[config.mk]
export PLATFORM = sky130hd
export DESIGN_NAME = pbl_top
export DESIGN_NICKNAME = d
export VERILOG_FILES = /design/src/hdl/pbl_pkg.sv /design/src/hdl/pbl_sync.sv /design/src/hdl/pbl_blinker.sv /design/src/hdl/pbl_top.sv
export SDC_FILE = /design/constraint.sdc
export NUM_CORES = 1
export LEC_CHECK = 0
export BUFFER_PORTS_ARGS = -buffer_cell sky130_fd_sc_hd__buf_2
export CAP_MARGIN = 40
export CORE_UTILIZATION = 40
export CTS_BUF_LIST = sky130_fd_sc_hd__clkbuf_4
export CTS_CLUSTER_SIZE = 20
export DETAILED_ROUTE_END_ITERATION = 8
export GPL_TIMING_DRIVEN = 0
export PLACE_DENSITY = 0.6
export SYNTH_ARGS = -nofsm -noshare
export SYNTH_HDL_FRONTEND = slang
export SYNTH_SLANG_ARGS = --single-unit
[constraint.sdc]
create_clock -name clock -period 5.1 [get_ports clock]
set_input_delay 0.51 -clock clock [delete_from_list [all_inputs] [get_ports clock]]
set_output_delay 0.51 -clock clock [all_outputs]
set_load 0.005 [all_outputs]
[src/hdl/pbl_pkg.sv]
// pbl_pkg: shared constants for the pushbutton sequencer and status led block
// assumes a 40 MHz system clock; all times are converted to cycle counts here
package pbl_pkg;
  // ==========================================================
  // clock and time base
  localparam int unsigned CLK_HZ        = 40_000_000;
  localparam int unsigned MS_CYCLES     = CLK_HZ / 1000;
  // ==========================================================
  // press timing, in milliseconds as printed
  localparam int unsigned SHORT_MIN_MS  = 100;
  localparam int unsigned SHORT_MAX_MS  = 2000;
  localparam int unsigned GAP_MAX_MS    = 2000;
  localparam int unsigned RESET_HOLD_MS = 3000;
  localparam int unsigned KEYGEN_MS     = 30000;
  localparam int unsigned JOIN_MAX_MS   = 30000;
  // blink timing, in milliseconds
  localparam int unsigned QUICK_MS      = 100;
  localparam int unsigned SLOW_MS       = 500;
  localparam int unsigned PKT_MS        = 50;
  // derived counts: milliseconds times MS_CYCLES, exact at 40 MHz
  localparam int unsigned SHORT_MIN_CYC = (SHORT_MIN_MS * MS_CYCLES);
  localparam int unsigned SHORT_MAX_CYC = (SHORT_MAX_MS * MS_CYCLES);
  localparam int unsigned GAP_MAX_CYC   = (GAP_MAX_MS * MS_CYCLES);
  localparam int unsigned RESET_CYC     = (RESET_HOLD_MS * MS_CYCLES);
  localparam int unsigned KEYGEN_CYC    = (KEYGEN_MS * MS_CYCLES);
  localparam int unsigned JOIN_CYC      = (JOIN_MAX_MS * MS_CYCLES);
  localparam int unsigned QUICK_CYC     = (QUICK_MS * MS_CYCLES);
  localparam int unsigned SLOW_CYC      = (SLOW_MS * MS_CYCLES);
  localparam int unsigned PKT_CYC       = (PKT_MS * MS_CYCLES);
  // ==========================================================
  // press counts that select a function
  localparam logic [2:0] NPRESS_JOIN  = 3'h1;
  localparam logic [2:0] NPRESS_TEST  = 3'h3;
  localparam logic [2:0] NPRESS_RESET = 3'h4;
  // led display patterns
  typedef enum logic [3:0] {
    PBL_PAT_OFF     = 4'h0,
    PBL_PAT_ADMIN   = 4'h1,
    PBL_PAT_NODE    = 4'h2,
    PBL_PAT_XFER    = 4'h3,
    PBL_PAT_DONE    = 4'h4,
    PBL_PAT_CANCEL  = 4'h5,
    PBL_PAT_FAIL    = 4'h6,
    PBL_PAT_HOLD    = 4'h7,
    PBL_PAT_NOKEY   = 4'h8,
    PBL_PAT_KNODE   = 4'h9,
    PBL_PAT_KADMIN  = 4'hA
  } pbl_pat_e;
endpackage

[src/hdl/pbl_sync.sv]
// pbl_sync: two flop synchroniser for the pushbutton pin
// assumes the pin is asynchronous to clock
`timescale 1ns/1ps
`default_nettype none
module pbl_sync (
  // clock and reset
  input  wire logic clock,
  input  wire logic resetn,
  // pin and synchronised level
  input  wire logic async_in,
  output logic      sync_out
);
  logic meta_r;
  // ==========================================================
  // first flop feeds only the second
  always_ff @(posedge clock or negedge resetn) begin
    if (!resetn) begin
      meta_r   <= 1'b0;
      sync_out <= 1'b0;
    end else begin
      meta_r   <= async_in; // RQ18
      sync_out <= meta_r;
    end
  end
endmodule
`default_nettype wire

[src/hdl/pbl_blinker.sv]
// pbl_blinker: plays a blink pattern on the led
// assumes the pattern is started by a one cycle start pulse; repeat 0 means forever
`timescale 1ns/1ps
`default_nettype none
module pbl_blinker
  import pbl_pkg::*;
#(
  parameter int unsigned QUICK = QUICK_CYC,
  parameter int unsigned SLOW  = SLOW_CYC
) (
  // clock and reset
  input  wire logic       clock,
  input  wire logic       resetn,
  // pattern request
  input  wire logic       start,
  input  wire logic       stop,
  input  wire logic [1:0] n_quick,   // quick blinks per group
  input  wire logic       lead_slow, // group opens with one slow blink
  input  wire logic [2:0] n_groups,  // 0 repeats forever
  // led drive and state
  output logic            led,
  output logic            busy
);
  // ==========================================================
  // one group: optional slow blink, quick blinks, then a slow gap
  logic [31:0] tmr_r;
  logic [2:0]  step_r;   // on/off half steps inside a group
  logic [2:0]  grp_r;
  logic [1:0]  nq_r;
  logic        sl_r;
  logic [2:0]  ng_r;
  logic [2:0]  last_step;
  logic        is_slow;
  logic        in_gap;
  logic [31:0] dur;
  assign last_step = {nq_r, 1'b0} + {2'h0, sl_r} + {2'h0, sl_r};
  assign in_gap    = (step_r == last_step);
  assign is_slow   = sl_r && (step_r < 3'h2);
  assign dur       = (is_slow || in_gap) ? SLOW : QUICK;
  // led lights on even half steps; the gap step stays dark
  assign led       = busy && !in_gap && !step_r[0];
  // ==========================================================
  // sequencer
  always_ff @(posedge clock or negedge resetn) begin
    if (!resetn) begin
      busy   <= 1'b0;
      tmr_r  <= 32'h0;
      step_r <= 3'h0;
      grp_r  <= 3'h0;
      nq_r   <= 2'h0;
      sl_r   <= 1'b0;
      ng_r   <= 3'h0;
    end else if (start) begin
      busy   <= 1'b1;
      tmr_r  <= 32'h0;
      step_r <= 3'h0;
      grp_r  <= 3'h0;
      nq_r   <= n_quick;
      sl_r   <= lead_slow;
      ng_r   <= n_groups;
    end else if (stop) begin
      busy <= 1'b0;
    end else if (busy) begin
      if (tmr_r + 32'h1 >= dur) begin
        tmr_r <= 32'h0;
        if (in_gap) begin
          step_r <= 3'h0;
          grp_r  <= grp_r + 3'h1;
          if (ng_r != 3'h0 && grp_r + 3'h1 == ng_r) busy <= 1'b0;
        end else begin
          step_r <= step_r + 3'h1;
        end
      end else begin
        tmr_r <= tmr_r + 32'h1;
      end
    end
  end
endmodule
`default_nettype wire

[src/hdl/pbl_top.sv]
// pbl_top: pushbutton sequence decoder and status led driver
// assumes pairing, key and radio logic on the same clock give one cycle event pulses
// Overview of operation
// RQ1: admin search shows two quick blinks, thirty seconds
// RQ2: node search shows one quick blink, thirty seconds
// RQ3: key transfer shows continuous quick blinks; code repeats three quick blinks then a slow gap
// RQ4: transfer complete shows six slow blinks
// RQ5: led follows button during pairing operations; the code lights it for a held button only while no pattern is playing
// RQ6: cancel shows two quick blinks once
// RQ7: failure shows three slow blinks
// RQ8: long hold shows slow plus two quick
// RQ9: no key test shows one-blink group thrice
// RQ10: node key test shows two-blink group thrice
// RQ11: admin key test shows three-blink group thrice
// RQ12: short press lasts 100 to 2000 ms
// RQ13: one short press starts or cancels join
// RQ14: thirty second hold requests key generation
// RQ15: four presses plus 3 s hold resets
// RQ16: three short presses request key test
// RQ17: button drives high when pressed
// RQ18: button synchronised, blink timing from parameters
// RQ19: idle led off, brief pulse on packets
`timescale 1ns/1ps
`default_nettype none
module pbl_top
  import pbl_pkg::*;
#(
  parameter int unsigned SHORT_MIN = SHORT_MIN_CYC,
  parameter int unsigned SHORT_MAX = SHORT_MAX_CYC,
  parameter int unsigned GAP_MAX   = GAP_MAX_CYC,
  parameter int unsigned RESET_HLD = RESET_CYC,
  parameter int unsigned KEYGEN    = KEYGEN_CYC,
  parameter int unsigned JOIN_MAX  = JOIN_CYC,
  parameter int unsigned QUICK     = QUICK_CYC,
  parameter int unsigned SLOW      = SLOW_CYC,
  parameter int unsigned PKT       = PKT_CYC
) (
  // clock and reset
  input  wire logic clock,
  input  wire logic resetn,
  // user side
  input  wire logic pushbutton_in,
  output logic      status_led_out,
  // device state from pairing and key logic
  input  wire logic is_admin,
  input  wire logic key_stored,
  // pairing events, one cycle pulses
  input  wire logic xfer_start,
  input  wire logic join_done,
  input  wire logic join_fail,
  input  wire logic pkt_activity,
  // requests, one cycle pulses
  output logic      join_req,
  output logic      cancel_req,
  output logic      keygen_req,
  output logic      factory_req,
  output logic      keytest_req,
  // status levels
  output logic      join_active
);

  // ==========================================================
  // input conditioning
  // the pin is a raw button contact; metastability is absorbed here,
  // but bounce is not filtered; every decision below reads only pb.
  // two flops cost two cycles of latency, which is nothing against
  // press times of a tenth of a second and more.

  logic pb;
  pbl_sync u_sync (
    .clock    (clock),
    .resetn   (resetn),
    .async_in (pushbutton_in), // RQ17
    .sync_out (pb)
  );


  // ==========================================================
  // press timing
  // hi_r counts cycles of the current press and lo_r cycles of the
  // current release; both saturate so a very long idle never wraps
  // and fakes a short gap or a short press.
  // a press is judged on the cycle that the synchronised level falls,
  // using the count it had reached plus one, so a press is judged one cycle longer than pb was high.

  logic        pb_d_r;
  logic [31:0] hi_r;
  logic [31:0] lo_r;
  logic [2:0]  npress_r;
  logic        lockout_r;  // sequence spoiled: wait until pb is low for RESET_HLD cycles
  logic        hold_ack_r; // long hold recognised, waiting release
  logic        hold_fac_r; // hold is the factory reset kind
  logic        fell;
  logic        short_ok;
  logic        gap_end;
  logic        keygen_hit;
  logic        reset_hit;
  assign fell       = pb_d_r && !pb;
  assign short_ok   = (hi_r + 32'h1 >= SHORT_MIN) && (hi_r + 32'h1 <= SHORT_MAX); // RQ12
  assign gap_end    = !pb && (lo_r + 32'h1 == GAP_MAX) && (npress_r != 3'h0);
  assign keygen_hit = pb && !hold_ack_r && !lockout_r && npress_r == 3'h0
                      && (hi_r + 32'h1 == KEYGEN); // RQ14
  assign reset_hit  = pb && !hold_ack_r && !lockout_r && npress_r == NPRESS_RESET
                      && (hi_r + 32'h1 == RESET_HLD); // RQ15


  // high and low time counters
  // a press is measured on the synchronised level, not the pin
  always_ff @(posedge clock or negedge resetn) begin
    if (!resetn) begin
      pb_d_r <= 1'b0;
      hi_r   <= 32'h0;
      lo_r   <= 32'h0;
    end else begin
      pb_d_r <= pb;
      hi_r   <= pb ? ((hi_r == 32'hFFFF_FFFF) ? hi_r : hi_r + 32'h1) : 32'h0;
      lo_r   <= pb ? 32'h0 : ((lo_r == 32'hFFFF_FFFF) ? lo_r : lo_r + 32'h1);
    end
  end


  // press counter; a bad press spoils the whole sequence
  // a spoiled sequence is held off until the pin has been low for the
  // reset hold time, so a bouncing or fumbled entry cannot drift into
  // a different function by accident.
  // a recognised long hold ends on release and never counts as a press.
  always_ff @(posedge clock or negedge resetn) begin
    if (!resetn) begin
      npress_r   <= 3'h0;
      lockout_r  <= 1'b0;
      hold_ack_r <= 1'b0;
      hold_fac_r <= 1'b0;
    end else begin
      if (keygen_hit || reset_hit) begin
        hold_ack_r <= 1'b1;
        hold_fac_r <= reset_hit;
      end
      if (fell) begin
        hold_ack_r <= 1'b0;
        if (hold_ack_r) begin
          npress_r <= 3'h0;
        end else if (lockout_r || !short_ok || npress_r == 3'h7) begin
          npress_r  <= 3'h0;
          lockout_r <= 1'b1;
        end else begin
          npress_r <= npress_r + 3'h1;
        end
      end else if (gap_end) begin
        npress_r <= 3'h0;
      end
      // a long quiet spell rearms the decoder
      if (!pb && lo_r + 32'h1 >= RESET_HLD) lockout_r <= 1'b0;
    end
  end


  // ==========================================================
  // function decode, issued when the gap after the last press ends
  // waiting for the gap costs latency but is the only way to tell one
  // press from the first of three or four.
  // counts other than one and three fall through and are dropped.
  logic do_join;
  logic do_test;
  assign do_join = gap_end && !lockout_r && npress_r == NPRESS_JOIN;
  assign do_test = gap_end && !lockout_r && npress_r == NPRESS_TEST; // RQ16


  // ==========================================================
  // join session
  // the search time limit only runs while no transfer is under way;
  // once keys are moving the pairing logic decides how it ends.
  // a second single press toggles the session off as a cancel.

  logic        join_r;
  logic        xfer_r;
  logic [31:0] jt_r;
  logic        join_tmo;
  assign join_tmo    = join_r && !xfer_r && (jt_r + 32'h1 >= JOIN_MAX); // RQ1 RQ2
  assign join_active = join_r;

  // start, cancel and timeout of a join attempt
  always_ff @(posedge clock or negedge resetn) begin
    if (!resetn) begin
      join_r <= 1'b0;
      xfer_r <= 1'b0;
      jt_r   <= 32'h0;
    end else begin
      jt_r <= join_r ? jt_r + 32'h1 : 32'h0;
      if (do_join) begin
        join_r <= !join_r; // RQ13
        xfer_r <= 1'b0;
      end else if (join_done || join_fail || join_tmo) begin
        join_r <= 1'b0;
        xfer_r <= 1'b0;
      end else if (xfer_start && join_r) begin
        xfer_r <= 1'b1;
      end
    end
  end


  // requests to the pairing logic
  // each request is a registered single cycle pulse, one at a time;
  // key generation and factory reset act on release of the hold.
  always_ff @(posedge clock or negedge resetn) begin
    if (!resetn) begin
      join_req    <= 1'b0;
      cancel_req  <= 1'b0;
      keygen_req  <= 1'b0;
      factory_req <= 1'b0;
      keytest_req <= 1'b0;
    end else begin
      join_req    <= do_join && !join_r;
      cancel_req  <= do_join && join_r; // RQ13
      keygen_req  <= fell && hold_ack_r && !hold_fac_r;
      factory_req <= fell && hold_ack_r && hold_fac_r; // factory reset acts on release
      keytest_req <= do_test;
    end
  end


  // ==========================================================
  // pattern selection: the newest event replaces the display
  // events from the pairing logic only count while a session runs,
  // so a stray done or fail pulse cannot light the led.
  // the long hold pattern wins over everything, as the user is
  // holding the button and expects to see it acknowledged.

  logic       bl_start;
  logic       bl_stop;
  logic [1:0] bl_nq;
  logic       bl_slow;
  logic [2:0] bl_ng;
  logic       bl_led;
  logic       bl_busy;
  pbl_pat_e   pat;
  always_comb begin
    pat = PBL_PAT_OFF;
    if (keygen_hit || reset_hit) pat = PBL_PAT_HOLD;
    else if (join_fail && join_r) pat = PBL_PAT_FAIL;
    else if (join_done && join_r) pat = PBL_PAT_DONE;
    else if (xfer_start && join_r) pat = PBL_PAT_XFER;
    else if (do_join && join_r) pat = PBL_PAT_CANCEL;
    else if (do_join) pat = is_admin ? PBL_PAT_ADMIN : PBL_PAT_NODE;
    else if (do_test) pat = !key_stored ? PBL_PAT_NOKEY :
                            (is_admin ? PBL_PAT_KADMIN : PBL_PAT_KNODE);
  end
  assign bl_start = (pat != PBL_PAT_OFF);
  assign bl_stop  = join_tmo || (fell && hold_ack_r);


  // pattern table: quick count, slow lead, group count
  // a group count of zero repeats until stopped or replaced;
  // the continuous transfer blink is taken as repeating three quick
  // groups so it shares the same sequencer as the other patterns.
  always_comb begin
    bl_nq   = 2'h0;
    bl_slow = 1'b0;
    bl_ng   = 3'h0;
    unique case (pat)
      PBL_PAT_OFF:    bl_ng = 3'h0;
      PBL_PAT_ADMIN:  bl_nq = 2'h2;             // RQ1
      PBL_PAT_NODE:   bl_nq = 2'h1;             // RQ2
      PBL_PAT_XFER:   bl_nq = 2'h3;             // RQ3
      PBL_PAT_DONE:   begin
        bl_slow = 1'b1;
        bl_ng   = 3'h6;                         // RQ4
      end
      PBL_PAT_CANCEL: begin
        bl_nq = 2'h2;
        bl_ng = 3'h1;                           // RQ6
      end
      PBL_PAT_FAIL:   begin
        bl_slow = 1'b1;
        bl_ng   = 3'h3;                         // RQ7
      end
      PBL_PAT_HOLD:   begin
        bl_slow = 1'b1;
        bl_nq   = 2'h2;                         // RQ8
      end
      PBL_PAT_NOKEY:  begin
        bl_nq = 2'h1;
        bl_ng = 3'h3;                           // RQ9
      end
      PBL_PAT_KNODE:  begin
        bl_nq = 2'h2;
        bl_ng = 3'h3;                           // RQ10
      end
      PBL_PAT_KADMIN: begin
        bl_nq = 2'h3;
        bl_ng = 3'h3;                           // RQ11
      end
      default:        bl_ng = 3'h0;
    endcase
  end

  pbl_blinker #(
    .QUICK (QUICK),
    .SLOW  (SLOW)
  ) u_blink (
    .clock     (clock),
    .resetn    (resetn),
    .start     (bl_start),
    .stop      (bl_stop),
    .n_quick   (bl_nq),
    .lead_slow (bl_slow),
    .n_groups  (bl_ng),
    .led       (bl_led),
    .busy      (bl_busy)
  );


  // ==========================================================
  // packet activity pulse, shown only when nothing else is
  // a new packet restarts the pulse, so steady traffic keeps the led
  // lit rather than flickering at the packet rate.

  logic [31:0] pkt_r;
  always_ff @(posedge clock or negedge resetn) begin
    if (!resetn) begin
      pkt_r <= 32'h0;
    end else if (pkt_activity) begin
      pkt_r <= PKT; // RQ19
    end else if (pkt_r != 32'h0) begin
      pkt_r <= pkt_r - 32'h1;
    end
  end


  // led output register; a held button lights it unless a pattern is playing
  // the output is a flop so the pin never glitches while the pattern
  // sequencer and the priority mux settle.
  always_ff @(posedge clock or negedge resetn) begin
    if (!resetn) begin
      status_led_out <= 1'b0;
    end else if (bl_busy) begin
      status_led_out <= bl_led;
    end else if (pb) begin
      status_led_out <= 1'b1; // RQ5
    end else begin
      status_led_out <= (pkt_r != 32'h0); // RQ19
    end
  end
endmodule
`default_nettype wire

# == After elaboration in Yosys (flattened, before gate mapping) ==
# Cells that the tools add are included.
# op_classes
n_div,0
muxes,58
bitwise_logic,0
n_lt_le_gt_ge,6
n_shift,0
reduce_logical,68
eq_ne,25
mul,0
add_sub_neg,10
# op_table
cell,n
32-bit 2-to-1 mux,11
32-bit by 1-bit adder with 32-bit output (second input constant),4
32-bit by 27-bit == test with 1-bit output (second input constant),2
32-bit == test (second input constant),2
3-bit 2-to-1 mux,14
32-bit by 31-bit == test with 1-bit output (second input constant),1
32-bit by 22-bit >= comparator with 1-bit output (second input constant),1
32-bit by 27-bit >= comparator with 1-bit output (second input constant),1
32-bit by 31-bit >= comparator with 1-bit output (second input constant),1
32-bit >= comparator,1
32-bit by 27-bit <= comparator with 1-bit output (second input constant),1
32-bit nonzero test,1
32-bit by 1-bit subtractor with 32-bit output (second input constant),1
1-bit logical AND,28
4-bit 2-to-1 mux,7
25-bit 2-to-1 mux,1
1-bit 2-to-1 mux,20
2-bit nonzero test,9
4-bit by 3-bit == test with 1-bit output (second input constant),4
4-bit == test (second input constant),3
3-bit by 1-bit adder with 3-bit output (second input constant),3
1-bit zero test,9
3-bit one-hot mux with 3 select lines,1
3-bit nonzero test,3
other kinds (21),38
# word_totals
rom_bits,0
latch_bits,0
elab_cells,193
n_memories,0
regBits,190
ramBits,0

# == Depth between registers and ports, before layout ==
# Gate-level depths: netlist of run 1.
# logic_depth
ltp_word,16
ltp_mapped,17
mapped_depth_nobuf,15

# == By module ==
# A second synthesis of run 1 with hierarchy kept.
# hier_totals
cells_unflattened,1407
hier_area_um2,12155.4
# modules_own_cells
module,cells_per_inst,seq_area_each_um2,area_per_inst_um2,instances
pbl_top,1071,3578.4,9136.3,1
pbl_blinker,334,1126.1,2969.1,1
pbl_sync,2,50.0,50.0,1

# == Least setup slack after synthesis of run 1 ==
# No wires, ideal clock.
# synth_path
path_kind,register -> register
start,reg hi_r[0]
end,reg u_blink.tmr_r[26]
stages_incl_launch_ff,15
arrival_ps,3482
slack_ps,1552
synth_period_minus_slack_ps,3548
t_required_ps,5034
cell_sequence,dfrtp_1 -> ha_1 -> buf_2 -> nand4_1 -> or4_1 -> buf_2 -> nor4_4 -> xor2_2 -> and4_1 -> o2111ai_4 -> o211ai_1 -> or4b_1 -> buf_2 -> o21ba_4 -> and2_1
# synth_between
elab_chain_cells,8
word_cells_on_any_way,12
cone_classes,add/sub (1); eq/ne (3); mux (2); reduce/logical (6)
# synth_rtl
element,line_no,text
"start, declared",pbl_top.sv:87,logic [31:0] hi_r;
"start signal, assigned",pbl_top.sv:116,hi_r <= pb ? ((hi_r == 32'hFFFF_FFFF) ? hi_r : hi_r + 32'h1) : 32'h0;
32-bit by 1-bit adder with 32-bit output (*),"pbl_top.sv:102, pbl_top.sv:104",
32-bit by 31-bit == test with 1-bit output / 32-bit by 27-bit == test with 1-bit output (equally long branches),"pbl_top.sv:102, pbl_top.sv:104",
1-bit logical AND (on tied branches),"pbl_top.sv:102, pbl_top.sv:104",
1-bit logical OR (*),pbl_top.sv:239,if (keygen_hit || reset_hit) pat = PBL_PAT_HOLD;
4-bit 2-to-1 mux (*),pbl_top.sv:239,
4-bit nonzero test (*),pbl_top.sv:248,assign bl_start = (pat != PBL_PAT_OFF);
2-bit != test (no source line) / 2-bit nonzero test (equally long branches),-,
2-bit AND reduction (no source line),-,
"end signal, assigned",pbl_blinker.sv:74,tmr_r <= tmr_r + 32'h1;
"end, declared",pbl_blinker.sv:26,logic [31:0] tmr_r;
# Mark *: on every way between the ends. The rest lies on a longest branch, timed or not.
# A chain may end at the register's enable or synchronous reset.

# == Worst setup path after layout of run 1 ==
# layout_path
start,reg u_blink.sl_r
end,reg u_blink.tmr_r[15]
# layout_between
elab_chain_cells,10
word_cells_on_any_way,11
cone_classes,add/sub (2); order compare (1); eq/ne (1); mux (5); reduce/logical (2)
# layout_rtl
element,line_no,text
"start, declared",pbl_blinker.sv:30,logic sl_r;
"start signal, assigned",pbl_blinker.sv:59,sl_r <= lead_slow;
3-bit by 1-bit adder with 3-bit output (2 in series),pbl_blinker.sv:36,"assign last_step = {nq_r, 1'b0} + {2'h0, sl_r} + {2'h0, sl_r};"
3-bit == test,pbl_blinker.sv:37,assign in_gap = (step_r == last_step);
1-bit logical OR (*),pbl_blinker.sv:39,assign dur = (is_slow || in_gap) ? SLOW : QUICK;
25-bit 2-to-1 mux (*),pbl_blinker.sv:39,
32-bit >= comparator (*),pbl_blinker.sv:64,if (tmr_r + 32'h1 >= dur) begin
32-bit 2-to-1 mux (*),pbl_blinker.sv:64,
32-bit 2-to-1 mux (*),pbl_blinker.sv:63,end else if (busy) begin
32-bit 2-to-1 mux (*),pbl_blinker.sv:61,end else if (stop) begin
32-bit 2-to-1 mux (*),pbl_blinker.sv:53,end else if (start) begin
# Mark *: on every way between the ends. The rest lies on a longest branch, timed or not. The select of a mux whose other input is x is not followed.

==> metrics.yaml, run 1 <==
timing:
  finalHoldViolCount: 0
  rsz0062_at_grt: "no"
  setup_ws_ns: 0.423
  finalClockSkew_ns: 0.0189
  period_minus_slack_ns: 4.68
  setup_tns_ns: 0
  worst_slew_pin_slew_ns: 0.815
  final-setup-viol-count: 0
  fmax_mhz: 214
  period_share_pct: 91.7
  drv_slew: 0
  timing.slew.headroom_pct: 45.2
cts:
  htreeDepth: 4
  clkSinkCount: 190
  cts_buffers: 17
  clk_pin_slew_worst_paths_ns: 0.17
  cts_resized: 0
  hold_buffers: 2
  insertion_delay_ns: 0.63
  postCtsSetupRepairBufs: 0
  clockBufferDepth: 2
  cts_tree: "built"
  cts_root_buf: "clkbuf_4"
placement:
  hpwl_um: 21200
  io_buffers: 15
  placed_cell_area_um2: 12600
  routabilityCongestion: 0.888
  place_ws_ns: 0.514
floorplanning:
  die_width_um: 175
  dieArea_um2: 30800
  die_h_um: 175
  fp.coreArea_um2: 29600
  start_util_pct: 40.6
  num_rows: 63
  pin_count: 16
synthesis:
  synth_area_leaders: "dfrtp_1, xnor2_1, nor2_1"
  async_reset_ff_share_pct: 100
  avgSynthCellArea_um2: 8.60
  synth_top_area_share_pct: 39.5
  synth_ff_type: "dfrtp_1"
  synth_enable_flop_cells: 0
  netlist_instances: 1398
  synth_seq_cells: 190
  synth_fp_nets: 1429
  synth_most_common_cell: "dfrtp_1"
  synth_seq_area_share_pct: 39.5
  synth.distinct_cells: 86
  yosys.area.top_type: "dfrtp_1"
  netlist_top_cells_count: "dfrtp_1, nor2_1, nand2_1, o21ai_0, xnor2_1"
  synthesis.area_um2: 12000
  ys_warn_count: 0
setup_path:
  path_cells: "ha_1 > xor2_1 > nor3_1 > inv_1 > nand2_1 > inv_1 > ha_1 > o31ai_1 > a31oi_1 > o311a_1 > o41ai_1 > nand4_1 > nor2_1 > clkbuf_1 > nand3_1 > a21oi_1"
  start_kind: "flip-flop"
  worstPathArrival_ns: 5.23
  critPathMaxFanout: 10
  endpoint_kind: "flip-flop"
  required_ns: 5.65
  slowest_stage: "nor2_1"
  reg2reg_setup_slack_ns: 0.42
  critical_path_class: "reg2reg"
  critPathMaxStageDelay_ns: 0.67
global_routing:
  grt_pass1_vias: 9686
  grtUsageTotal_pct: 19.9
  grt.overflow.total: 0
  grt_start_max_net_pins: 118
  grt_pass1_wl_um: 49800
  grt_antenna_before_repair: 2
finish:
  final_nets: 1468
  final_util_pct: 43.8
  drive_gt1_share_pct: 6.55
  multiInputGateArea_um2: 6850
  nFillCells: 2958
  final_cell_area_um2: 13000
  ff_latch_area_um2: 4750
  area_growth_pct: 8.01
routing:
  wire_per_inst_um: 16.1
  vias_per_cell: 5.63
  drc: 0
  vias: 10400
  drtIter0Drc: 809
  drtPass1Iterations: 6
  drt_wl_total_um: 29600
  detail-route-antenna-nets: 0
power:
  swShare_pct: 30.0
  ir_drop_mv: 0.116
  comb_power_share_pct: 8.6
  power_uw: 2820
  power_leakage_uw: 0.00516
  seqPwrFrac_pct: 57.8
  p_int_uw: 1970
  powerDensity_nw_per_um2: 217
  power_switching_uw: 844
  power.share.clock_pct: 33.6
min_path:
  min_path_type: "in2reg"
job:
  maxCapViolations: 0
run_status:
  outcome: "finished, final reports clean"
flip-flops by register name (all words and copies together), names as in the netlist, 2 cells and up:
signal,cells
jt_r,32
u_blink.ng_r,3
lo_r,32
npress_r,3
u_blink.grp_r,3
pkt_r,32
u_blink.step_r,3
hi_r,32
u_blink.nq_r,2
u_blink.tmr_r,32
logic make-up after synthesis:
family          synth area share [%]
simple gates                    29.9
compound gates                  13.9
flops                           39.5
xor+xnor                        9.46
buf+inv                         3.53
fa+ha+maj                       2.37
mux                             1.37
final timing paths:
kind                                     from                end  cells past startpoint
worst max-delay path             u_blink.sl_r  u_blink.tmr_r[15]                     16
worst min-delay path             pkt_activity           pkt_r[7]                      2
worst max register to register   u_blink.sl_r  u_blink.tmr_r[15]                     16
worst min register to register  u_sync.meta_r    u_sync.sync_out                      0
max in group asynchronous              resetn           lo_r[17]                      3
min in group asynchronous              resetn   u_blink.tmr_r[8]                      2
cells in the final DEF, fill, tap and decap left out, types with 10 or more instances in the layout:
master	synthesis	layout
dfrtp_1	190	190
nor3b_1	10	10
buf_2	11	25
nand2b_1	19	19
mux2i_1	12	12
or3_1	21	21
nand3b_1	13	13
and4_1	22	22
nand3_1	74	74
a21oi_1	67	67
ha_1	22	22
and2_1	21	21
clkbuf_1	51	51
or4_1	15	15
o21ai_0	105	105
and3_1	29	29
inv_1	35	35
nand4_1	39	39
xor2_1	45	45
nor2_1	142	142
xnor2_1	83	83
nor3_1	51	51
nor4_1	31	31
a31oi_1	14	14
nand2_1	132	132
clkbuf_4	0	17
stage by stage:
step                instances  hold WS [ns]
floorplan                1398         0.214
global placement         1803         0.334
detailed placement       1806         0.344
CTS                      1840         0.130
global route             1841         0.123
finish                   1842         0.175
power groups by stage:
stage	Combinational (µW)	Sequential (µW)	Clock [µW]
after floorplan	159	1640	0
after global placement	232	1650	0
after detailed placement	241	1660	0
after CTS	244	1630	981
after global routing	279	1640	1030
final	241	1630	946
layer usage:
metal  wire length (µm)  track usage, %
met5                 17               0
met4                307            4.28
met3                985            3.25
met2              14000            32.6
met1              14300            27.7
cell type report:
type	count	share of cell area [%]
repair buffers	20	1.11
multi-input cells	1103	52.7
plain buffers	69	2.22
flip-flops and latches	190	36.6
diodes	2	0.0385
clock inverters	15	1.53
inverters	36	1.04
well taps	390	3.76
clock buffers	17	0.982
worst max-delay path: cells and delay by family, from the launching register on:
family,cells,cell delay [ns]
and+or+nand+nor,5,1.62
AOI/OAI and AO/OA,5,1.00
buffers and inverters,3,0.73
adders and majority gates,2,0.65
DFF,1,0.44
xor gates and xnor gates,1,0.17
Power figures use the tool's default switching activity.
==> inputs of run 2 (changes only) <==
--- a/config.mk
+++ b/config.mk
@@ -5,14 +5,15 @@
 export SDC_FILE = /design/constraint.sdc
 export NUM_CORES = 1
 export LEC_CHECK = 0
+export ABC_AREA = 1
 export BUFFER_PORTS_ARGS = -buffer_cell sky130_fd_sc_hd__buf_2
 export CAP_MARGIN = 40
-export CORE_UTILIZATION = 40
+export CORE_UTILIZATION = 60
 export CTS_BUF_LIST = sky130_fd_sc_hd__clkbuf_4
 export CTS_CLUSTER_SIZE = 20
 export DETAILED_ROUTE_END_ITERATION = 8
 export GPL_TIMING_DRIVEN = 0
-export PLACE_DENSITY = 0.6
+export PLACE_DENSITY = 0.81
 export SYNTH_ARGS = -nofsm -noshare
 export SYNTH_HDL_FRONTEND = slang
 export SYNTH_SLANG_ARGS = --single-unit
==> run 2 against run 1 <==
Count of clock-buffer cells in the layout rose by 1. Die area fell by 31%. Area after synthesis rose by 2.5%. Maximum frequency rose by 22%. Highest routed layer is now met4.
==> metrics.yaml, run 2 <==
global_routing:
  grtUsageTotal_pct: 29.0  # was 19.9%
  grt_pass1_wl_um: 50000  # was 49,800 µm
  grt_antenna_before_repair: 1  # was 2
  grt_start_max_net_pins: 114  # was 118
  grt.overflow.total: 0  # unchanged
  grt_pass1_vias: 10800  # was 9,686
floorplanning:
  die_width_um: 145  # was 175 µm
  start_util_pct: 61.1  # was 40.6%
  pin_count: 16  # unchanged
  die_h_um: 145  # was 175 µm
  dieArea_um2: 21100  # was 30,800 µm²
  num_rows: 52  # was 63
  fp.coreArea_um2: 20200  # was 29,600 µm²
cts:
  clkSinkCount: 190  # unchanged
  clockBufferDepth: 2  # unchanged
  cts_tree: "built"  # unchanged
  insertion_delay_ns: 0.61  # was 0.63 ns
  postCtsSetupRepairBufs: 0  # unchanged
  clk_pin_slew_worst_paths_ns: 0.17  # about the same
  htreeDepth: 4  # unchanged
  cts_buffers: 17  # unchanged
  cts_root_buf: "clkbuf_4"  # unchanged
setup_path:
  endpoint_kind: "flip-flop"  # unchanged
  reg2reg_setup_slack_ns: 1.26  # was 0.42 ns
  r2r_cells: 23  # was 16
  reg2reg_to: "u_blink.tmr_r[16]"  # was u_blink.tmr_r[15]
  r2r-start: "u_blink.tmr_r[0]"  # was u_blink.sl_r
  crit_top_cell: "nand2_1"
  critical_path_class: "reg2reg"  # unchanged
  start_kind: "flip-flop"  # unchanged
  critPathMaxFanout: 10  # unchanged
  cp_top_family: "simple AND/OR/NAND/NOR gates"  # unchanged
  path_cells: "ha_1 > nand2_1 > nor2_2 > inv_1 > nor3_2 > nand4_1 > nor2_1 > nand3_1 > nand3b_1 > xor2_1 > inv_1 > ha_1 > nand2_1 > o21ai_0 > a21oi_1 > or2_1 > nand2_1 > nor2_2 > nand3_2 > buf_6 > inv_2 > nand2_1 > nand2_1"  # was ha_1 > xor2_1 > nor3_1 > inv_1 > nand2_1 > inv_1 > ha_1 > o31ai_1 > a31oi_1 > o311a_1 > o41ai_1 > nand4_1 > nor2_1 > clkbuf_1 > nand3_1 > a21oi_1
  slowest_stage: "dfrtp_1"  # was nor2_1
  worstPathArrival_ns: 4.38  # was 5.23 ns
  critPathMaxStageDelay_ns: 0.47  # was 0.67 ns
  crit_buf_inv: 4  # was 3
  required_ns: 5.63  # was 5.65 ns
synthesis:
  avgSynthCellArea_um2: 7.07  # was 8.60 µm²
  netlist_top_cells_count: "nand2_1, nor2_1, inv_1, dfrtp_1, nand3_1"  # was dfrtp_1, nor2_1, nand2_1, o21ai_0, xnor2_1
  synth_top_area_share_pct: 38.6  # was 39.5%
  async_reset_ff_share_pct: 100  # unchanged
  synth_seq_area_share_pct: 38.6  # was 39.5%
  synth_most_common_cell: "nand2_1"  # was dfrtp_1
  yosys.area.top_type: "dfrtp_1"  # unchanged
  synth_fp_nets: 1775  # was 1,429
  synth_enable_flop_cells: 0  # unchanged
  synth_area_leaders: "dfrtp_1, nand2_1, nor2_1"  # was dfrtp_1, xnor2_1, nor2_1
  synth.distinct_cells: 53  # was 86
  synth_seq_cells: 190  # unchanged
  synth_ff_type: "dfrtp_1"  # unchanged
  synthesis.area_um2: 12300  # was 12,000 µm²
  netlist_instances: 1744  # was 1,398
  ys_warn_count: 0  # unchanged
timing:
  setup_tns_ns: 0  # unchanged
  finalHoldViolCount: 0  # unchanged
  rsz0062_at_grt: "no"  # unchanged
  drv_slew: 0  # unchanged
  period_minus_slack_ns: 3.84  # was 4.68 ns
  final-setup-viol-count: 0  # unchanged
  finalClockSkew_ns: 0.0362  # was 0.0189 ns
  timing.slew.headroom_pct: 42.1  # was 45.2%
  worst_slew_pin_slew_ns: 0.869  # was 0.815 ns
  fmax_mhz: 260  # was 214 MHz
  period_share_pct: 75.4  # was 91.7%
  hold_slack_ns: 0.267  # was 0.175 ns
finish:
  area_growth_pct: 6.37  # was 8.01%
  final_nets: 1811  # was 1,468
  layout_commonest_cell: "nand2_1"  # was dfrtp_1
  final_cell_mix: "nand2_1, nor2_1, inv_1"  # was dfrtp_1, nor2_1, nand2_1
  stdcell_count: 2064  # was 1,842
  drive_gt1_share_pct: 9.31  # was 6.55%
  final_cell_area_um2: 13100  # was 13,000 µm²
placement:
  hpwl_um: 22700  # was 21,200 µm
  io_buffers: 14  # was 15
  routabilityCongestion: 0.972  # was 0.888
  dp.cells: 2029  # was 1,806
  placed_cell_area_um2: 12800  # was 12,600 µm²
routing:
  detail-route-antenna-nets: 0  # unchanged
  drc: 0  # unchanged
  vias_per_cell: 5.47  # was 5.63
  wire_per_inst_um: 14.2  # was 16.1 µm
  vias: 11300  # was 10,400
  drtIter0Drc: 800  # was 809
  drtPass1Iterations: 5  # was 6
  drt_wl_total_um: 29300  # was 29,600 µm
job:
  maxCapViolations: 0  # unchanged
power:
  powerDensity_nw_per_um2: 195  # was 217 nW/µm²
  power_uw: 2560  # was 2820 µW
  ir_drop_mv: 0.183  # was 0.116 mV
  power_leakage_uw: 0.00620  # was 0.00516 µW
run_status:
  outcome: "finished, final reports clean"  # unchanged
min_path:
  min_path_cells: 4  # was 2
  min_path_type: "in2reg"  # unchanged
  min_to: "xfer_r"  # was pkt_r[7]
  min-delay-start: "join_done"  # was pkt_activity
## run 2: changes by cell type after synthesis, sizes merged, moves of 20 or more
cell	change
inv	+182
nor2	+135
and3	-27
xnor2	-60
nand3	+36
or3	-21
a21oi	-20
and4	-22
nand2	+382
nor4	-24
clkbuf	-35
## run 2: routing by layer
layer  wire (µm)  track usage, %  vias up
li1            -               -     5657
met5           0               0        -
met3        1620            4.40       56
met2       13800            48.1      320
met4         577            9.00        0
met1       13300            39.4     5258
## run 2: timing repair
item	4_1_cts	5_1_grt
hold endpoints to repair	50	0
hold buffers	2	0
gates resized for setup	0	0
## run 2: stage by stage
step                      worst slack [ns]  utilization (%)
final                                 1.26             65.0
after global routing                 0.877             65.0
after CTS                             1.29             65.0
after detailed placement              1.37             63.3
after global placement               0.418             63.1
after floorplan                       1.98                -
## run 2: worst max path at each step
stage | from | endpoint | slack [ns] | cells after the start
finish | u_blink.tmr_r[0] | u_blink.tmr_r[16] | 1.26 | 23
global route | u_blink.tmr_r[0] | u_blink.tmr_r[16] | 0.88 | 23
CTS | u_blink.tmr_r[0] | u_blink.tmr_r[16] | 1.29 | 23
floorplan | u_blink.tmr_r[0] | u_blink.tmr_r[18] | 1.98 | 21
global placement | resetn | jt_r[22] | 0.42 | 1
detailed placement | u_blink.tmr_r[0] | u_blink.tmr_r[16] | 1.37 | 23
## run 2: kinds of logic (layout without fill, tap and decap cells)
| family | count (synthesis) | in the layout | share of synthesized area [%] |
|---|---|---|---|
| buffers and inverters | 243 | 292 | 7.70 |
| adder cells (fa/ha/maj) | 22 | 22 | 2.23 |
| other | 0 | 1 | 0 |
| XOR/XNOR | 66 | 66 | 4.81 |
| AND/OR/NAND/NOR | 1041 | 1041 | 38.4 |
| flip-flops | 190 | 190 | 38.6 |
| AO/OA/AOI/OAI | 182 | 182 | 8.28 |
## run 2: worst reg2reg max path, delay by kind of cell (launching register included)
kind,cells,cell delay [ns]
AOI/OAI and AO/OA,2,0.26
xor gates and xnor gates,1,0.19
adders and majority gates,2,0.50
buffers and inverters,4,0.46
DFF,1,0.47
and+or+nand+nor,14,1.90
## run 2: report_power, final
part           switching (µW)  internal (µW)  leakage [µW]
logic                    92.4           34.9       0.00347
registers                16.0           1530       0.00256
clock network             576            317      0.000166
## run 2: cell type report
type	count	area, µm²
Inverter	220	831
Clock buffer	18	135
Multi-Input combinational cell	1311	6620
Antenna cell	1	2.50
Buffer	23	118
Clock inverter	14	181
Sequential cell	190	4750
Fill cell	1820	7060
Timing Repair Buffer	17	128
Tap cell	270	338
==> inputs of run 3 (changes only) <==
--- a/config.mk
+++ b/config.mk
@@ -13,7 +13,7 @@
 export CTS_CLUSTER_SIZE = 20
 export DETAILED_ROUTE_END_ITERATION = 8
 export GPL_TIMING_DRIVEN = 0
-export PLACE_DENSITY = 0.81
+export PLACE_DENSITY = 0.84
 export SYNTH_ARGS = -nofsm -noshare
 export SYNTH_HDL_FRONTEND = slang
 export SYNTH_SLANG_ARGS = --single-unit
==> constraint.sdc (replaced) <==
create_clock -name clock -period 3.3 [get_ports clock]
set_input_delay 0.33 -clock clock [delete_from_list [all_inputs] [get_ports clock]]
set_output_delay 0.33 -clock clock [all_outputs]
set_load 0.005 [all_outputs]
==> run 3 against run 2 <==
The flow now finishes with violations (negative setup slack). Cell area is 4.7% higher. Utilization is 3.0 points higher. Non-clock buffer count grew 37. Critical path type unchanged. Total power grew 54%.
==> metrics.yaml, run 3 (synthesis gave the netlist of run 2 again) <==
setup_path:
  endpoint_kind: "flip-flop"  # unchanged
  critical_path_class: "reg2reg"  # unchanged
  required_ns: 3.87  # was 5.63 ns
  critPathMaxFanout: 7  # was 10
  worstPathArrival_ns: 4.14  # was 4.38 ns
  start_kind: "flip-flop"  # unchanged
  r2r_cells: 23  # unchanged
  reg2reg_setup_slack_ns: -0.27  # was 1.26 ns
  r2r-start: "u_blink.tmr_r[0]"  # unchanged
  reg2reg_to: "u_blink.tmr_r[3]"  # was u_blink.tmr_r[16]
  cp-endpoint: "u_blink.tmr_r[3]"  # was u_blink.tmr_r[16]
  critPathLaunch: "u_blink.tmr_r[0]"  # unchanged
placement:
  routabilityCongestion: 0.959  # was 0.972
  placed_cell_area_um2: 12800  # unchanged
  io_buffers: 14  # unchanged
  dp.cells: 2029  # unchanged
  hpwl_um: 21900  # was 22,700 µm
power:
  power.share.clock_pct: 34.3  # was 34.9%
  power_uw: 3940  # was 2560 µW
  ir_drop_mv: 0.283  # was 0.183 mV
  comb_power_share_pct: 5.3  # was 5.0%
  swShare_pct: 29.5  # was 26.7%
  power_switching_uw: 1160  # was 685 µW
  power_leakage_uw: 0.00642  # was 0.00620 µW
  seqPwrFrac_pct: 60.4  # was 60.2%
  powerDensity_nw_per_um2: 287  # was 195 nW/µm²
  p_int_uw: 2780  # was 1880 µW
finish:
  stdcell_count: 2101  # was 2,064
  final_cell_area_um2: 13700  # was 13,100 µm²
  final_nets: 1848  # was 1,811
  area_growth_pct: 11.3  # was 6.37%
  nFillCells: 1557  # was 1,820
  final_cell_mix: "nand2_1, nor2_1, inv_1"  # unchanged
  layout_commonest_cell: "nand2_1"  # unchanged
  ff_latch_area_um2: 4760  # was 4750 µm²
  drive_gt1_share_pct: 14.6  # was 9.31%
  multiInputGateArea_um2: 6920  # was 6620 µm²
timing:
  final-setup-viol-count: 32  # was 0
  finalClockSkew_ns: 0.0296  # was 0.0362 ns
  period_share_pct: 108  # was 75.4%
  worst_slew_pin_slew_ns: 0.683  # was 0.869 ns
  finalHoldViolCount: 0  # unchanged
  fmax_mhz: 280  # was 260 MHz
  setup_ws_ns: -0.271  # was 1.26 ns
  drv_slew: 0  # unchanged
  timing.slew.headroom_pct: 54.2  # was 42.1%
  rsz0062_at_grt: "yes"  # was no
  hold_slack_ns: 0.0211  # was 0.267 ns
  period_minus_slack_ns: 3.57  # was 3.84 ns
  setup_tns_ns: -6.17  # was 0 ns
cts:
  cts_root_buf: "clkbuf_4"  # unchanged
  cts_tree: "built"  # unchanged
  clk_pin_slew_worst_paths_ns: 0.19  # was 0.17 ns
  clockBufferDepth: 2  # unchanged
  cts_buffers: 17  # unchanged
  insertion_delay_ns: 0.65  # was 0.61 ns
  htreeDepth: 4  # unchanged
  clkSinkCount: 190  # unchanged
global_routing:
  grt_antenna_before_repair: 1  # unchanged
  grt_start_max_net_pins: 115  # was 114
  grtUsageTotal_pct: 28.6  # was 29.0%
  grt.overflow.total: 0  # unchanged
  grt_pass1_vias: 10800  # about the same
  grt_pass1_wl_um: 49500  # was 50,000 µm
floorplanning:
  pin_count: 16  # unchanged
  fp.coreArea_um2: 20200  # unchanged
  die_width_um: 145  # unchanged
  start_util_pct: 61.1  # unchanged
  num_rows: 52  # unchanged
  die_h_um: 145  # unchanged
  dieArea_um2: 21100  # unchanged
min_path:
  min_path_type: "in2reg"  # unchanged
routing:
  vias_per_cell: 5.68  # was 5.47
  drc: 0  # unchanged
  drt_wl_total_um: 31700  # was 29,300 µm
  wire_per_inst_um: 15.1  # was 14.2 µm
  detail-route-antenna-nets: 0  # unchanged
  drtPass1Iterations: 6  # was 5
  drtIter0Drc: 898  # was 800
  vias: 11900  # was 11,300
job:
  maxCapViolations: 0  # unchanged
run_status:
  outcome: "finished with violations"  # was finished, final reports clean
  violations: "negative setup slack"
## run 3: changes by cell type in the layout (fill, tap and decap cells not counted), moves of 5 or more
cell,before,now
nand2_1,474,465
nor2_1,248,232
nor2_2,14,26
buf_4,1,36
o21ai_2,12,18
nand2_2,37,42
## run 3: final cells by class
class / count / share of cell area, %
Tap cell: 270 / 2.46
Inverter: 220 / 6.12
Timing Repair Buffer: 56 / 3.15
Clock inverter: 15 / 1.37
Antenna cell: 1 / 0.0182
Clock buffer: 17 / 0.930
Multi-Input combinational cell: 1311 / 50.4
Buffer: 21 / 0.830
Sequential cell: 190 / 34.7
## run 3: power groups by stage
stage          registers (µW)  logic [µW]  clock network [µW]
6_report                 2380         208                1350
5_1_grt                  2390         239                1450
4_1_cts                  2380         205                1360
3_5_place_dp             2420         196                   0
3_3_place_gp             2420         185                   0
2_1_floorplan            2420         106                   0
## run 3: worst max-delay path, stage by stage, from the launching register on
cell and delay, ns:
dfrtp_1 0.44, buf_6 0.12, ha_4 0.14, nand2_4 0.06, nor2_4 0.10, inv_2 0.07, nor3_4 0.15, nand4_1 0.17
buf_4 0.18, buf_4 0.13, buf_4 0.13, buf_4 0.13, buf_4 0.12, buf_4 0.13, nand2_4 0.06, nand2_2 0.06
a21oi_2 0.17, o21ai_2 0.07, a21oi_2 0.21, nor2_2 0.07, nor2_4 0.27, nand3_4 0.16, buf_6 0.18, o21ai_1 0.17
## run 3: repair_timing
action / in CTS / in global routing
hold buffers: 2 / 0
pin swaps: 7 / 19
buffers inserted: 16 / 22
gates cloned: 1 / 0
resized for setup: 14 / 72
endpoints found under the hold margin: 77 / 0
endpoints found under the setup margin: 32 / 41
## run 3: metal layers
| layer | GRT usage (%) | wire length, µm | share of wire (%) |
|---|---|---|---|
| met1 | 37.9 | 13200 | 42 |
| met3 | 4.69 | 2380 | 7.5 |
| met4 | 11.4 | 1300 | 4.1 |
| met5 | 0 | 0 | 0 |
| met2 | 47.1 | 14800 | 47 |
## run 3: through the flow
| stage | utilization (%) | worst slack (ns) |
|---|---|---|
| floorplan | - | 0.182 |
| global placement | 63.1 | -1.18 |
| detailed placement | 63.3 | -0.422 |
| CTS | 65.9 | 0.00915 |
| global route | 68.0 | -0.415 |
| finish | 68.0 | -0.271 |
## run 3: how the worst min path moves through the flow
stage,endpoint,slack (ns),cells past startpoint,start
after floorplan,cancel_req,0.03,0,resetn
after global placement,u_sync.sync_out,0.34,0,u_sync.meta_r
after detailed placement,jt_r[22],0.34,1,resetn
after CTS,xfer_r,0.02,4,join_done
after global routing,pkt_r[8],0.02,2,pkt_activity
final,xfer_r,0.02,4,join_done
